<file path="src/shared/pic_pkg.sv">
// Constants and types of the prioritized interrupt controller
package pic_pkg;
  localparam int N_SRC = 10;
  localparam int N_EXT = 7;
  localparam int N_SYNC = 8;
  localparam int SYNC_NMI = 7;
  // Source slots in fixed overall order
  localparam logic [3:0] SRC_TMR = 4'h0;
  localparam logic [3:0] SRC_DMA0 = 4'h1;
  localparam logic [3:0] SRC_DMA1 = 4'h2;
  localparam logic [3:0] SRC_EXT0 = 4'h3;
  localparam logic [3:0] SRC_EXT1 = 4'h4;
  localparam logic [3:0] SRC_EXT2 = 4'h5;
  localparam logic [3:0] SRC_EXT3 = 4'h6;
  localparam logic [3:0] SRC_EXT4 = 4'h7;
  localparam logic [3:0] SRC_SER1 = 4'h8;
  localparam logic [3:0] SRC_SER0 = 4'h9;
  // Type codes
  localparam logic [7:0] TYPE_TRACE = 8'h01;
  localparam logic [7:0] TYPE_NMI = 8'h02;
  localparam logic [7:0] TYPE_TMR0 = 8'h08;
  localparam logic [7:0] TYPE_TMR1 = 8'h12;
  localparam logic [7:0] TYPE_TMR2 = 8'h13;
  localparam logic [7:0] TYPE_DMA0 = 8'h0a;
  localparam logic [7:0] TYPE_DMA1 = 8'h0b;
  localparam logic [7:0] TYPE_EXT0 = 8'h0c;
  localparam logic [7:0] TYPE_SER1 = 8'h11;
  localparam logic [7:0] TYPE_SER0 = 8'h14;
  localparam logic [7:0] EOI_TMR = 8'h08;
  // Low type bits of timer and DMA sources in slave mode
  localparam logic [2:0] SLV_TMR0 = 3'h0;
  localparam logic [2:0] SLV_DMA0 = 3'h2;
  localparam logic [2:0] SLV_DMA1 = 3'h3;
  localparam logic [2:0] SLV_TMR1 = 3'h4;
  localparam logic [2:0] SLV_TMR2 = 3'h5;
  // Vector table
  localparam logic [9:0] VEC_BASE = 10'h000;
  localparam logic [1:0] VEC_PAD = 2'h0;
  // Register indices
  localparam logic [4:0] REG_CTL0 = 5'h00;
  localparam logic [4:0] REG_CTL_LAST = 5'h09;
  localparam logic [4:0] REG_MASK = 5'h0a;
  localparam logic [4:0] REG_INSVC = 5'h0b;
  localparam logic [4:0] REG_PEND = 5'h0c;
  localparam logic [4:0] REG_EOI = 5'h0d;
  localparam logic [4:0] REG_RELOC = 5'h0e;
  localparam logic [4:0] REG_SLV_BASE = 5'h0f;
  localparam logic [4:0] REG_STATUS = 5'h10;
  // Field positions
  localparam int RELOC_SLAVE_BIT = 14;
  localparam int STATUS_REQ_BIT = 15;
  localparam int STATUS_EXT_BIT = 14;
  localparam int PEND_TMR_LSB = 10;
  localparam int CTL_W = 7;
  localparam logic [2:0] PRIO_RESET = 3'h7;
  typedef struct packed {
    logic sfnm;
    logic cascade;
    logic level;
    logic mask;
    logic [2:0] prio;
  } pic_ctl_t;
  localparam pic_ctl_t CTL_RESET = '{1'b0, 1'b0, 1'b0, 1'b1, PRIO_RESET};
  typedef enum logic [2:0] {
    KIND_NONE, KIND_EXC, KIND_NMI, KIND_SW, KIND_MASK
  } pic_kind_t;
  typedef struct packed {
    logic [4:0] addr;
    logic [15:0] wdata;
    logic wr;
    logic rd;
  } pic_bus_t;
  typedef struct packed {
    logic req;
    logic ext;
    logic maskable;
    logic [7:0] itype;
    logic [9:0] vec;
  } pic_intr_t;
endpackage

</file>
<file path="src/hw/pic_sync.sv">
// Two-stage synchronizer for the interrupt pins
`timescale 1ns/1ns
module pic_sync (
  // Clock and reset
  input wire logic clk,
  input wire logic rst_n,
  // Pins in, synchronized levels out
  input wire logic [pic_pkg::N_SYNC-1:0] pin,
  output logic [pic_pkg::N_SYNC-1:0] lvl
);
  typedef struct packed {
    logic [pic_pkg::N_SYNC-1:0] meta;
    logic [pic_pkg::N_SYNC-1:0] sync;
  } pic_sync_state_t;
  pic_sync_state_t q;
  pic_sync_state_t d;
  always_comb begin
    d.meta = pin;
    d.sync = q.meta;
  end
  always_ff @(posedge clk or negedge rst_n) begin
    if (!rst_n) begin
      q <= '0;
    end else begin
      q <= d;
    end
  end
  assign lvl = q.sync;
endmodule

</file>
<file path="src/hw/pic_arb.sv">
// Priority arbiter over the maskable source slots
`timescale 1ns/1ns
module pic_arb (
  // Eligible sources and their settings
  input wire logic [pic_pkg::N_SRC-1:0] elig,
  input wire pic_pkg::pic_ctl_t [pic_pkg::N_SRC-1:0] ctl,
  // Winner
  output logic found,
  output logic [3:0] win
);
  logic [2:0] best;
  always_comb begin
    found = 1'b0;
    win = 4'h0;
    best = pic_pkg::PRIO_RESET;
    for (int i = 0; i < pic_pkg::N_SRC; i++) begin
      // Level first, lower slot wins a tie
      if (elig[i] && (!found || ctl[i].prio < best)) begin // RULE_24
        found = 1'b1;
        win = 4'(i);
        best = ctl[i].prio;
      end
    end
  end
endmodule

</file>
<file path="src/hw/pic_top.sv">
// Prioritized interrupt controller top level
//
// What this block does
// (RULE_01) Present one prioritized request at a time
// (RULE_02) Pins 5, 6 usable when DMA allows
// (RULE_03) Pins 0-4 edge or level; 5, 6 edge
// (RULE_04) Cascade turns pins 2, 3 into acknowledges
// (RULE_05) Software ranks input 0 above input 1
// (RULE_06) Slave mode drops inputs 4 to 6
// (RULE_07) Equal or higher priority may preempt service
// (RULE_08) In-service source cannot request again
// (RULE_09) Fully nested option bypasses own in-service
// (RULE_10) Every interrupt has an 8-bit type
// (RULE_11) External controller supplies cascaded, slave types
// (RULE_12) Vector address is type shifted by two
// (RULE_13) Types 08h-1Fh maskable, 00h-07h not
// (RULE_14) Enable flag low holds off maskable requests
// (RULE_15) Per-source mask plus combined mask register
// (RULE_16) Combined mask written only while disabled; the block accepts the write whatever the enable flag
// (RULE_17) Priority fields reset to level seven
// (RULE_18) Nonmaskable always beats maskable
// (RULE_19) Software interrupt reaches any type unmasked
// (RULE_20) Fixed type code for each maskable source
// (RULE_21) Timers share one slot, ordered 0, 1, 2
// (RULE_22) Default order by fixed slot sequence
// (RULE_23) Slave mode programs timer and DMA types
// (RULE_24) Level 0 most urgent, slot breaks ties
// (RULE_25) Level request held until acknowledged
//
// The register offsets and the strobed register port were left to the implementer.
`timescale 1ns/1ns
module pic_top (
  // Clock and reset
  input wire logic CLOCK,
  input wire logic RST_N,
  // Register port
  input wire pic_pkg::pic_bus_t BUS,
  output logic [15:0] RDATA,
  // Interrupt pins, pins 2 and 3 double as acknowledges
  input wire logic [pic_pkg::N_EXT-1:0] EXT_REQ_IN,
  input wire logic NMI_IN,
  output logic [1:0] CASCADE_ACK_N_OUT,
  output logic [1:0] CASCADE_ACK_OE,
  // Internal peripheral sources
  input wire logic [2:0] TMR_REQ,
  input wire logic [1:0] DMA_REQ,
  input wire logic [1:0] SER_REQ,
  // DMA channel state
  input wire logic [1:0] DMA_EN,
  input wire logic [1:0] DMA_INT_SYNC,
  // Processor core
  input wire logic CPU_IE,
  input wire logic EXC_REQ,
  input wire logic [2:0] EXC_TYPE,
  input wire logic SW_REQ,
  input wire logic [7:0] SW_TYPE,
  input wire logic INT_ACK,
  output pic_pkg::pic_intr_t INTR
);
  typedef struct packed {
    pic_pkg::pic_ctl_t [pic_pkg::N_SRC-1:0] ctl;
    logic [pic_pkg::N_SRC-1:0] insvc;
    logic [pic_pkg::N_SRC-1:0] pend;
    logic [2:0] tmr_pend;
    logic nmi_pend;
    logic nmi_prev;
    logic exc_pend;
    logic [2:0] exc_type;
    logic sw_pend;
    logic [7:0] sw_type;
    logic slave;
    logic [7:0] slv_base;
    logic [pic_pkg::N_EXT-1:0] ext_prev;
    pic_pkg::pic_kind_t kind;
    logic [3:0] idx;
    logic [1:0] tsub;
    pic_pkg::pic_intr_t intr;
    logic [1:0] cack;
    logic [15:0] rdata;
  } pic_state_t;

  pic_state_t q;
  pic_state_t d;
  logic [pic_pkg::N_SYNC-1:0] pin_lvl;
  logic [pic_pkg::N_SRC-1:0] elig;
  logic found;
  logic [3:0] win;

  function automatic logic [7:0] type_of(input logic [3:0] s,
      input logic [1:0] t, input logic slv, input logic [7:0] base);
    logic [7:0] ty;
    logic [2:0] lo;
    ty = pic_pkg::TYPE_EXT0 + 8'(s - pic_pkg::SRC_EXT0); // RULE_20
    lo = pic_pkg::SLV_TMR0;
    case (s)
      pic_pkg::SRC_TMR: begin // RULE_21
        ty = (t == 2'h0) ? pic_pkg::TYPE_TMR0 :
             (t == 2'h1) ? pic_pkg::TYPE_TMR1 : pic_pkg::TYPE_TMR2;
        lo = (t == 2'h0) ? pic_pkg::SLV_TMR0 :
             (t == 2'h1) ? pic_pkg::SLV_TMR1 : pic_pkg::SLV_TMR2;
      end
      pic_pkg::SRC_DMA0: begin
        ty = pic_pkg::TYPE_DMA0;
        lo = pic_pkg::SLV_DMA0;
      end
      pic_pkg::SRC_DMA1: begin
        ty = pic_pkg::TYPE_DMA1;
        lo = pic_pkg::SLV_DMA1;
      end
      pic_pkg::SRC_SER1: ty = pic_pkg::TYPE_SER1;
      pic_pkg::SRC_SER0: ty = pic_pkg::TYPE_SER0;
      default: ;
    endcase
    if (slv && s <= pic_pkg::SRC_DMA1) begin
      ty = {base[7:3], lo}; // RULE_23
    end
    return ty;
  endfunction

  pic_sync u_sync (
    .clk(CLOCK),
    .rst_n(RST_N),
    .pin({NMI_IN, EXT_REQ_IN}),
    .lvl(pin_lvl)
  );

  pic_arb u_arb (
    .elig(elig),
    .ctl(q.ctl),
    .found(found),
    .win(win)
  );

  logic [pic_pkg::N_SRC-1:0] avail;
  logic [pic_pkg::N_SRC-1:0] set;
  logic [pic_pkg::N_SRC-1:0] clr;
  logic [pic_pkg::N_SRC-1:0] eoi_clr;
  logic [pic_pkg::N_SRC-1:0] mask_v;
  logic [pic_pkg::N_EXT-1:0] rise;
  logic [2:0] tclr;
  logic [3:0] floor;
  logic taken;
  logic use5;
  logic use6;
  logic sfnm_ok;
  logic [7:0] ty;

  // Availability, preemption floor and eligibility
  always_comb begin
    avail = '1;
    use5 = (~DMA_EN[0] | DMA_INT_SYNC[0]) & ~q.slave; // RULE_02
    use6 = (~DMA_EN[1] | DMA_INT_SYNC[1]) & ~q.slave; // RULE_06
    if (q.ctl[pic_pkg::SRC_EXT0].cascade) begin
      avail[pic_pkg::SRC_EXT2] = 1'b0; // RULE_04
    end
    if (q.ctl[pic_pkg::SRC_EXT1].cascade) begin
      avail[pic_pkg::SRC_EXT3] = 1'b0; // RULE_04
    end
    if (q.slave) begin
      avail[pic_pkg::SRC_EXT4] = 1'b0; // RULE_06
      avail[pic_pkg::SRC_SER1] = 1'b0; // RULE_23
      avail[pic_pkg::SRC_SER0] = 1'b0;
    end
    floor = 4'h8;
    sfnm_ok = 1'b0;
    elig = '0;
    for (int i = 0; i < pic_pkg::N_SRC; i++) begin
      if (q.insvc[i] && {1'b0, q.ctl[i].prio} < floor) begin
        floor = {1'b0, q.ctl[i].prio};
      end
    end
    for (int i = 0; i < pic_pkg::N_SRC; i++) begin
      sfnm_ok = q.ctl[i].sfnm &&
        (i == pic_pkg::SRC_EXT0 || i == pic_pkg::SRC_EXT1); // RULE_09
      elig[i] = q.pend[i] & avail[i] & ~q.ctl[i].mask & CPU_IE & // RULE_14
        (~q.insvc[i] | sfnm_ok) & // RULE_08
        ({1'b0, q.ctl[i].prio} <= floor); // RULE_07
    end
  end

  always_comb begin
    d = q;
    d.rdata = 16'h0000;
    d.cack = 2'b00;
    clr = '0;
    tclr = 3'h0;
    eoi_clr = '0;
    mask_v = '0;
    ty = 8'h00;
    // Request capture
    rise = pin_lvl[pic_pkg::N_EXT-1:0] & ~q.ext_prev;
    d.ext_prev = pin_lvl[pic_pkg::N_EXT-1:0];
    set = '0;
    set[pic_pkg::SRC_TMR] = |TMR_REQ;
    set[pic_pkg::SRC_DMA0] = DMA_REQ[0] | (use5 & rise[5]); // RULE_03
    set[pic_pkg::SRC_DMA1] = DMA_REQ[1] | (use6 & rise[6]);
    for (int i = 0; i < 5; i++) begin
      set[pic_pkg::SRC_EXT0 + i] = rise[i];
    end
    set[pic_pkg::SRC_SER1] = SER_REQ[1];
    set[pic_pkg::SRC_SER0] = SER_REQ[0];
    set = set & avail;
    // Acknowledge of the presented request
    taken = INT_ACK & q.intr.req; // RULE_01
    if (taken) begin
      unique case (q.kind)
        pic_pkg::KIND_EXC: d.exc_pend = 1'b0;
        pic_pkg::KIND_NMI: d.nmi_pend = 1'b0;
        pic_pkg::KIND_SW: d.sw_pend = 1'b0;
        pic_pkg::KIND_MASK: begin
          clr[q.idx] = 1'b1;
          tclr[q.tsub] = (q.idx == pic_pkg::SRC_TMR);
          if (q.idx == pic_pkg::SRC_EXT0 && q.intr.ext) begin
            d.cack[0] = 1'b1; // RULE_04
          end
          if (q.idx == pic_pkg::SRC_EXT1 && q.intr.ext) begin
            d.cack[1] = 1'b1;
          end
        end
        pic_pkg::KIND_NONE: ;
      endcase
    end
    // Nonmaskable capture, set wins over clear
    if (EXC_REQ) begin
      d.exc_pend = 1'b1;
      d.exc_type = EXC_TYPE;
    end
    if (pin_lvl[pic_pkg::SYNC_NMI] && !q.nmi_prev) begin
      d.nmi_pend = 1'b1;
    end
    d.nmi_prev = pin_lvl[pic_pkg::SYNC_NMI];
    if (SW_REQ) begin
      d.sw_pend = 1'b1; // RULE_19
      d.sw_type = SW_TYPE;
    end
    d.tmr_pend = (q.tmr_pend & ~tclr) | TMR_REQ; // RULE_21
    d.pend = (q.pend & ~clr) | set;
    d.pend[pic_pkg::SRC_TMR] = |d.tmr_pend;
    for (int i = 0; i < 5; i++) begin
      if (q.ctl[pic_pkg::SRC_EXT0 + i].level) begin
        d.pend[pic_pkg::SRC_EXT0 + i] = pin_lvl[i] &
          avail[pic_pkg::SRC_EXT0 + i]; // RULE_25
      end
    end
    // Register writes
    if (BUS.wr) begin
      if (BUS.addr <= pic_pkg::REG_CTL_LAST) begin
        d.ctl[BUS.addr[3:0]] =
          pic_pkg::pic_ctl_t'(BUS.wdata[pic_pkg::CTL_W-1:0]); // RULE_15
      end else begin
        case (BUS.addr)
          pic_pkg::REG_MASK: begin
            for (int i = 0; i < pic_pkg::N_SRC; i++) begin
              d.ctl[i].mask = BUS.wdata[i]; // RULE_15
            end
          end
          pic_pkg::REG_EOI: begin
            for (int i = 0; i < pic_pkg::N_SRC; i++) begin
              eoi_clr[i] = (i == 0) ? BUS.wdata[7:0] == pic_pkg::EOI_TMR :
                BUS.wdata[7:0] == type_of(4'(i), 2'h0, 1'b0, 8'h00);
            end
          end
          pic_pkg::REG_RELOC: d.slave = BUS.wdata[pic_pkg::RELOC_SLAVE_BIT];
          pic_pkg::REG_SLV_BASE: d.slv_base = BUS.wdata[7:0];
          default: ;
        endcase
      end
    end
    // In-service: acknowledge sets, end of service clears
    d.insvc = (q.insvc & ~eoi_clr) | clr; // RULE_08
    // Register reads, data in the next cycle
    for (int i = 0; i < pic_pkg::N_SRC; i++) begin
      mask_v[i] = q.ctl[i].mask;
    end
    if (BUS.rd) begin
      if (BUS.addr <= pic_pkg::REG_CTL_LAST) begin
        d.rdata = 16'(q.ctl[BUS.addr[3:0]]);
      end else begin
        case (BUS.addr)
          pic_pkg::REG_MASK: d.rdata = 16'(mask_v);
          pic_pkg::REG_INSVC: d.rdata = 16'(q.insvc);
          pic_pkg::REG_PEND: d.rdata = 16'({q.tmr_pend, q.pend});
          pic_pkg::REG_RELOC: d.rdata[pic_pkg::RELOC_SLAVE_BIT] = q.slave;
          pic_pkg::REG_SLV_BASE: d.rdata = {8'h00, q.slv_base};
          pic_pkg::REG_STATUS: begin
            d.rdata[7:0] = q.intr.itype;
            d.rdata[pic_pkg::STATUS_REQ_BIT] = q.intr.req;
            d.rdata[pic_pkg::STATUS_EXT_BIT] = q.intr.ext;
          end
          default: ;
        endcase
      end
    end
    // Presentation, nonmaskable ahead of maskable
    d.intr.maskable = 1'b0;
    d.intr.ext = 1'b0;
    d.intr.req = 1'b1;
    if (taken) begin
      d.intr.req = 1'b0;
      d.kind = pic_pkg::KIND_NONE;
    end else if (q.exc_pend && {5'h00, q.exc_type} == pic_pkg::TYPE_TRACE) begin
      d.kind = pic_pkg::KIND_EXC; // RULE_18
      ty = pic_pkg::TYPE_TRACE;
    end else if (q.nmi_pend) begin
      d.kind = pic_pkg::KIND_NMI;
      ty = pic_pkg::TYPE_NMI;
    end else if (q.exc_pend) begin
      d.kind = pic_pkg::KIND_EXC; // RULE_13
      ty = {5'h00, q.exc_type};
    end else if (q.sw_pend) begin
      d.kind = pic_pkg::KIND_SW;
      ty = q.sw_type;
    end else if (found) begin
      d.kind = pic_pkg::KIND_MASK; // RULE_22
      d.idx = win;
      d.tsub = q.tmr_pend[0] ? 2'h0 : q.tmr_pend[1] ? 2'h1 : 2'h2;
      ty = type_of(win, d.tsub, q.slave, q.slv_base); // RULE_10
      d.intr.maskable = 1'b1;
      d.intr.ext = (win == pic_pkg::SRC_EXT0 || win == pic_pkg::SRC_EXT1)
        ? q.ctl[win].cascade
        : q.slave && win >= pic_pkg::SRC_EXT0; // RULE_11
    end else begin
      d.intr.req = 1'b0;
      d.kind = pic_pkg::KIND_NONE;
    end
    d.intr.itype = ty;
    d.intr.vec = pic_pkg::VEC_BASE | {ty, pic_pkg::VEC_PAD}; // RULE_12
  end

  always_ff @(posedge CLOCK or negedge RST_N) begin
    if (!RST_N) begin
      q <= '0;
      q.ctl <= {pic_pkg::N_SRC{pic_pkg::CTL_RESET}}; // RULE_17
      q.kind <= pic_pkg::KIND_NONE;
    end else begin
      q <= d;
    end
  end

  assign RDATA = q.rdata;
  assign INTR = q.intr;
  assign CASCADE_ACK_N_OUT = ~q.cack;
  assign CASCADE_ACK_OE = {q.ctl[pic_pkg::SRC_EXT1].cascade,
    q.ctl[pic_pkg::SRC_EXT0].cascade};
endmodule

</file>
<file path="config.mk">
export PLATFORM = sky130hd
export DESIGN_NAME = pic_top
export DESIGN_NICKNAME = d
export VERILOG_FILES = /design/src/shared/pic_pkg.sv /design/src/hw/pic_sync.sv /design/src/hw/pic_arb.sv /design/src/hw/pic_top.sv
export SDC_FILE = /design/constraint.sdc
export NUM_CORES = 1
export LEC_CHECK = 0
export ABC_AREA = 1
export ABC_CLOCK_PERIOD_IN_PS = 39500
export BUFFER_PORTS_ARGS = -buffer_cell sky130_fd_sc_hd__buf_2
export CORE_AREA = 2 2 181 183
export CTS_CLUSTER_SIZE = 16
export DETAILED_ROUTE_END_ITERATION = 16
export DIE_AREA = 0 0 183 185
export PLACE_DENSITY = 0.49
export SETUP_SLACK_MARGIN = 0.2
export SYNTH_ARGS = -nofsm -noshare
export SYNTH_HDL_FRONTEND = slang
export SYNTH_SLANG_ARGS = --single-unit
</file>
<file path="constraint.sdc">
create_clock -name CLOCK -period 39.5 [get_ports CLOCK]
set_clock_uncertainty 0.05 [all_clocks]
set_input_delay 0 -clock CLOCK [delete_from_list [all_inputs] [get_ports CLOCK]]
set_output_delay 0 -clock CLOCK [all_outputs]
set_load 0.01 [all_outputs]
</file>
==> impl_results.md, run 1 <==
- Critical Path RT: 39810 ps
- CTS buffer count: 17
- Layout cell share with drive strength beyond 1: 0.148
- Fin crit share: 0.515
- Maxcap violations: 0
- Critical Path Most Common Cell: nand2_1
- Core ar.: 32000 um2
- Pins Over Slew Limit: 0
- DP Cell Count: 1891
- Depth of the CTS H-tree: 4
- DR DRC count: 0
- Placed cell area: 11700 um2
- Setup TNS: 0 ps
- Die Height: 185 um
- CP Launch Type: register
- Pint: 0.419 mW
- Final Hold Fails: 0
- Top delay family on crit path: simple AND/OR/NAND/NOR gates
- Hold Path Depth: 3
- Number of synthesized register bits: 176
- FFs w/ async S/R, synth: 1.00
- Gr ovfl total: 0
- Via count: 10400
- CP peak stage delay: 600 ps
- Clock root cell: clkbuf_16
- # rows: 66
- First-pass GRT wire length: 57.6 mm
- Seq/Total Area, Yosys: 0.403
- Final core utilization: 0.406
- Mapped Area: 11100 um2
- Final Hold Slack: 85.5 ps
- GPL Wtd Cong: 0.898
- Slowest cell on the critical path: dfrtp_1
- GRT Total Usage: 0.225
- Chip width: 183 um
- CTS tree: yes
- Pre-CTS WS: 19220 ps
- Initial core utilization: 0.345
- Post-route design area: 13000 um2
- Peak Freq: 0.0491 GHz
- Vias in the first global route: 10100
- Commonest non-fill, non-tap cell in the layout: nand2_1
- Setup Viol. Count Final: 0
- Worst Setup Path Type: register to register
- Worst path buffer plus inverter count: 19
- Worst Hold Class: primary input to register
- Crit path depth: 151
- Worst Path Max Fanout: 10
- Switch share: 0.410
- Fin crit period: 20350 ps
- Top_reg_cell synth: dfrtp_1
- Post-synth EDFFs: 0
- DRT iter0 DRCs: 816
- Cell count after synthesis: 1458
- Hpwl dp: 27.5 mm
- Maximum VDD drop: 28.8 uV
- Die area: 33900 um2
- Final setup margin: 19150 ps
- Gate power share: 0.422
- Nature of the critical path endpoint: register
- Slew margin rel.: 0.314
- Vias per cell: 5.20
- Switch Pwr: 0.292 mW
- CTS Buffer Depth: 2
- Largest net degree at the start of global routing: 114
- WL final: 37.0 mm
- Synth Area per Inst: 7.58 um2
- I/O Buffers: 91
- Final Instance Count excl. Fillers: 1998
- Pre-antenna DRT Iters: 7
- Reg2reg path depth: 151
- Yosys warning count: 0
- Status: completed
- Least-Margin Pin Slew: 1020 ps
- Leak: 6.39 nW
- Postcts setup bufs: 0
- Initial antenna violation count: 1
- Power Total: 0.711 mW
- Later-pin clock latency in the skew report: 450 ps
- Commonest non-fill, non-tap cells in the layout: nand2_1, inv_1, o21ai_0
- IO Pins: 100
- Sequential power share: 0.322
- Number of distinct library cells after synthesis: 48
- Clock sink total: 176
- Routed wire length per instance: 18.5 um
- RSZ-0062 raised after global routing: false
- Final nets: 1696
- CP arrival: 20660 ps
- Syn-to-layout area delta: 17.7%
- Clock network power share: 0.256
- Power Density: 54.6 nW/um2
- Worst-path clk slew: 70 ps
- DRT antenna net count: 0
- R2r setup slk: 19150 ps
registers in the layout (all words and copies together) (netlist names):
name	cells
mask_v	10
u_sync.lvl	8
RDATA	15
INTR	11
u_sync.d	8
CASCADE_ACK_OE	2
q	122
worst min-delay path, stage by stage:
cell and delay (ps):
buf_2 100, inv_1 220, o21ai_0 220
layer usage:
layer | GRT usage | part of all wire
met1 | 0.300 | 0.46
met2 | 0.363 | 0.46
met3 | 0.0344 | 0.045
met4 | 0.0992 | 0.034
met5 | 0 | 0
path summary, 6_finish.rpt:
check / from / end
min: BUS[8] / q[157]
min reg2reg: u_sync.d[4] / u_sync.lvl[4]
max in group asynchronous: RST_N / RDATA[11]
min in group asynchronous: RST_N / u_sync.d[0]
max: q[92] / INTR[2]
max reg2reg: q[92] / INTR[2]
cells in the mapped netlist (2+ instances only):
master	instances	area (um2)
or2_2	11	68.8
a21oi_2	4	35.0
nor2_1	82	308
nand4_1	15	93.8
inv_2	8	30.0
a32oi_1	8	70.1
a31oi_1	15	93.8
o2111ai_1	3	26.3
a221oi_1	7	61.3
a21oi_1	49	245
o21ai_1	5	25.0
nand2_4	10	113
o21ai_0	151	756
clkbuf_1	33	124
nor3_1	15	75.1
a211oi_1	2	15.0
dfstp_2	40	1050
o221ai_1	6	52.6
o31ai_1	5	37.5
o22ai_1	20	125
o311ai_0	3	26.3
nand3_1	110	551
nand2_2	25	156
nand2_1	360	1350
inv_1	182	683
nor2_2	3	18.8
a32o_1	5	50.1
ha_1	62	776
dfrtp_1	136	3400
a21boi_1	2	15.0
a22oi_1	8	60.1
buf_4	41	308
a2111oi_0	3	26.3
clkinv_1	4	15.0
o211ai_1	11	82.6
a22o_1	2	17.5
cell type report:
cell class / count / area (um2)
antenna: 2 / 5.00
clock buffer: 18 / 439
clock inverter: 14 / 180
fill: 3367 / 19000
inverter: 194 / 728
multi-input combinational: 1015 / 5450
sequential: 176 / 4450
tap: 408 / 510
timing repair buffer: 171 / 1250
power by group through the flow:
| stage | sequential [mW] | combinational [mW] | clock, mW |
|---|---|---|---|
| 2_1_floorplan | 0.222 | 0.218 | 0 |
| 5_1_grt | 0.231 | 0.349 | 0.193 |
| 3_5_place_dp | 0.231 | 0.292 | 0 |
| 3_3_place_gp | 0.231 | 0.285 | 0 |
| 6_report | 0.229 | 0.300 | 0.182 |
| 4_1_cts | 0.228 | 0.300 | 0.185 |
cells by family (layout without fill, tap and decap cells):
kind of cell	after synthesis	after routing	share of synthesized area
fa+ha+maj	62	62	0.0702
other cells	1	5	0.000339
flops	176	176	0.403
buf+inv	269	397	0.105
xor+xnor	1	1	0.000792
simple gates	635	635	0.251
compound gates	314	314	0.169
timing repair:
item / in CTS / in global routing
gates resized for setup: 0 / 0
hold endpoints to repair: 145 / 0
hold buffers: 73 / 0
(Power assumes the default switching activity.)
==> run 2, diff against run 1 <==
--- a/config.mk
+++ b/config.mk
@@ -5,13 +5,13 @@
 export SDC_FILE = /design/constraint.sdc
 export NUM_CORES = 1
 export LEC_CHECK = 0
-export ABC_AREA = 1
-export ABC_CLOCK_PERIOD_IN_PS = 39500
+export ABC_AREA = 0
+export ABC_CLOCK_PERIOD_IN_PS = 20400
 export BUFFER_PORTS_ARGS = -buffer_cell sky130_fd_sc_hd__buf_2
-export CORE_AREA = 2 2 181 183
+export CORE_AREA = 2 2 185 187
 export CTS_CLUSTER_SIZE = 16
 export DETAILED_ROUTE_END_ITERATION = 16
-export DIE_AREA = 0 0 183 185
+export DIE_AREA = 0 0 187 189
 export PLACE_DENSITY = 0.49
 export SETUP_SLACK_MARGIN = 0.2
 export SYNTH_ARGS = -nofsm -noshare
==> constraint.sdc (replaced) <==
create_clock -name CLOCK -period 20.4 [get_ports CLOCK]
set_clock_uncertainty 0.05 [all_clocks]
set_input_delay 0 -clock CLOCK [delete_from_list [all_inputs] [get_ports CLOCK]]
set_output_delay 0 -clock CLOCK [all_outputs]
set_load 0.01 [all_outputs]
==> impl_results.md, run 2 <==
- Status: finished, violations left
- Violations in the final reports: setup timing
- Maximum VDD drop: 64.5 uV
- Largest Register: q
- Commonest non-fill, non-tap cells in the layout: buf_4, dfrtp_1, nand2_1
- CTS tree: yes
- Clock network power share: 0.223
- # rows: 67
- Pins Over Slew Limit: 0
- Worst-path clk slew: 70 ps
- Final nets: 1605
- Number of distinct library cells after synthesis: 90
- GPL Wtd Cong: 0.886
- Final Hold Fails: 0
- DRT antenna net count: 0
- Worst Hold Class: primary input to register
- IO Pins: 100
- Layout cell share with drive strength beyond 1: 0.384
- Worst Path Max Fanout: 4
- Sequential power share: 0.291
- Area leader, netlist: dfrtp_1
- Worst Setup Path Type: register to register
- Slowest cell on the critical path: or4_4
- Max reg flops: 122
- Fin crit share: 1.02
- ANT cells: 0
- Synth top area cells: dfrtp_1, dfstp_2, mux2_2, ha_1, nand2_1
- Switch Pwr: 0.598 mW
- Vias per cell: 5.55
- Top_reg_cell synth: dfrtp_1
- Switch share: 0.378
- Maxcap violations: 0
- Post-synth top area share: 0.296
- Depth of the CTS H-tree: 4
- Clock root cell: clkbuf_16
- CP peak stage delay: 580 ps
- Peak Freq: 0.0480 GHz
- CTS buffer count: 17
- Critical Path RT: 20690 ps
- Pint: 0.984 mW
- Final core utilization: 0.464
- Hold Path Depth: 4
- Syn-to-layout area delta: 34.2%
- Fillers: 3248
- Mapped Area: 11500 um2
- GRT Total Usage: 0.240
- Critical Path Most Common Cell: ha_1
- Via count: 10800
- Synth top cells by count: dfrtp_1, nand2_1, o21ai_0, mux2_2, nor2_1
- Nature of the critical path endpoint: register
- Final Hold Slack: 59.6 ps
- Initial core utilization: 0.346
- Setup Viol. Count Final: 9
- Seq/Total Area, Yosys: 0.387
- Vias in the first global route: 10900
- Post-synth EDFFs: 0
- First-pass GRT wire length: 64.8 mm
- Core ar.: 33300 um2
- RSZ-0062 raised after global routing: true
- Commonest non-fill, non-tap cell in the layout: buf_4
- Cell count after synthesis: 1206
- CTS Buffer Depth: 2
- Leak: 6.79 nW
- Die Height: 189 um
- Slew margin rel.: 0.142
- Fin crit period: 20810 ps
- Reg2reg path depth: 126
- WL final: 42.1 mm
- Hpwl dp: 31.1 mm
- Gate power share: 0.486
- CP arrival: 21110 ps
- Final setup margin: -413 ps
- Chip width: 187 um
- Power Density: 102 nW/um2
- Initial antenna violation count: 0
- DR DRC count: 0
- Largest net degree at the start of global routing: 106
- Routed wire length per instance: 21.6 um
- FFs w/ async S/R, synth: 1.00
- I/O Buffers: 91
- Gr ovfl total: 0
- Later-pin clock latency in the skew report: 440 ps
- R2r setup slk: -410 ps
- Synth Area per Inst: 9.54 um2
- Clock sink total: 176
- Yosys warning count: 0
- Least-Margin Pin Slew: 1270 ps
- Die area: 35300 um2
- DRT iter0 DRCs: 860
- Pre-antenna DRT Iters: 9
- CP Launch Type: register
- Number of synthesized register bits: 176
## run 2: timing repair
action / CTS / global route
setup buffers: 39 / 13
resized for setup: 47 / 28
pin swaps: 59 / 44
endpoints found under the hold margin: 139 / 0
setup endpoints to repair: 13 / 13
hold buffers: 57 / 0
## run 2: layout make-up
cell class                 instances  area (um2)  share of cell area
multi-input combinational        890        7060               0.457
inverter                          60         228              0.0147
tap                              448         561              0.0363
clock buffer                      18         429              0.0278
timing repair buffer             339        2520               0.163
sequential                       176        4450               0.288
clock inverter                    14         195              0.0126
## run 2: kinds of logic (layout without fill, tap and decap cells)
kind of cell	after synthesis	after routing	share of synthesized area
mux	100	100	0.111
simple gates	376	376	0.160
other cells	1	3	0.000326
xor+xnor	1	1	0.000761
buf+inv	142	431	0.0614
fa+ha+maj	65	65	0.0700
compound gates	345	345	0.209
flops	176	176	0.387
## run 2: metrics by stage
step | setup TNS [ps] | instance area [um2] | instances | setup WS (ps) | power [mW]
global route | -15600 | 15400 | 1945 | -1560 | 1.67
finish | -2990 | 15400 | 1945 | -413 | 1.58
detailed placement | -6490 | 13500 | 1804 | -857 | 1.11
CTS | -1390 | 15200 | 1932 | -241 | 1.55
global placement | -1770 | 13500 | 1804 | -348 | 1.10
floorplan | -3060 | 11900 | 1208 | -568 | 0.844
## run 2: power groups by stage
stage               clock network (mW)  registers, mW  logic [mW]
finish                           0.353          0.461       0.769
global route                     0.376          0.467       0.829
CTS                              0.360          0.459       0.731
detailed placement                   0          0.464       0.646
global placement                     0          0.464       0.639
floorplan                            0          0.438       0.405
## run 2: critical path: cells and delay by family, from the launching register on
family,cells,cell delay (ps)
adder cells (fa/ha/maj),21,5270
XOR/XNOR,1,150
AO/OA/AOI/OAI,55,7810
buffers and inverters,11,1000
AND/OR/NAND/NOR,31,4150
multiplexers,7,1730
flip-flops,1,530
## run 2: metal layers
metal  global-route usage  vias to the layer above  wire [um]
li1                     -                     4995          -
met1                0.324                     5378      18800
met2                0.402                      360      20000
met3               0.0361                       66       2310
met4               0.0684                        0        966
met5                    0                        -          0
## run 2: path summary, 6_finish.rpt
kind,to,from
hold reg to reg,u_sync.lvl[3],u_sync.d[3]
setup / recovery,INTR[5],q[103]
hold / removal,q[96],BUS[1]
max in group asynchronous,RDATA[9],RST_N
min in group asynchronous,u_sync.d[7],RST_N
setup reg to reg,INTR[5],q[103]
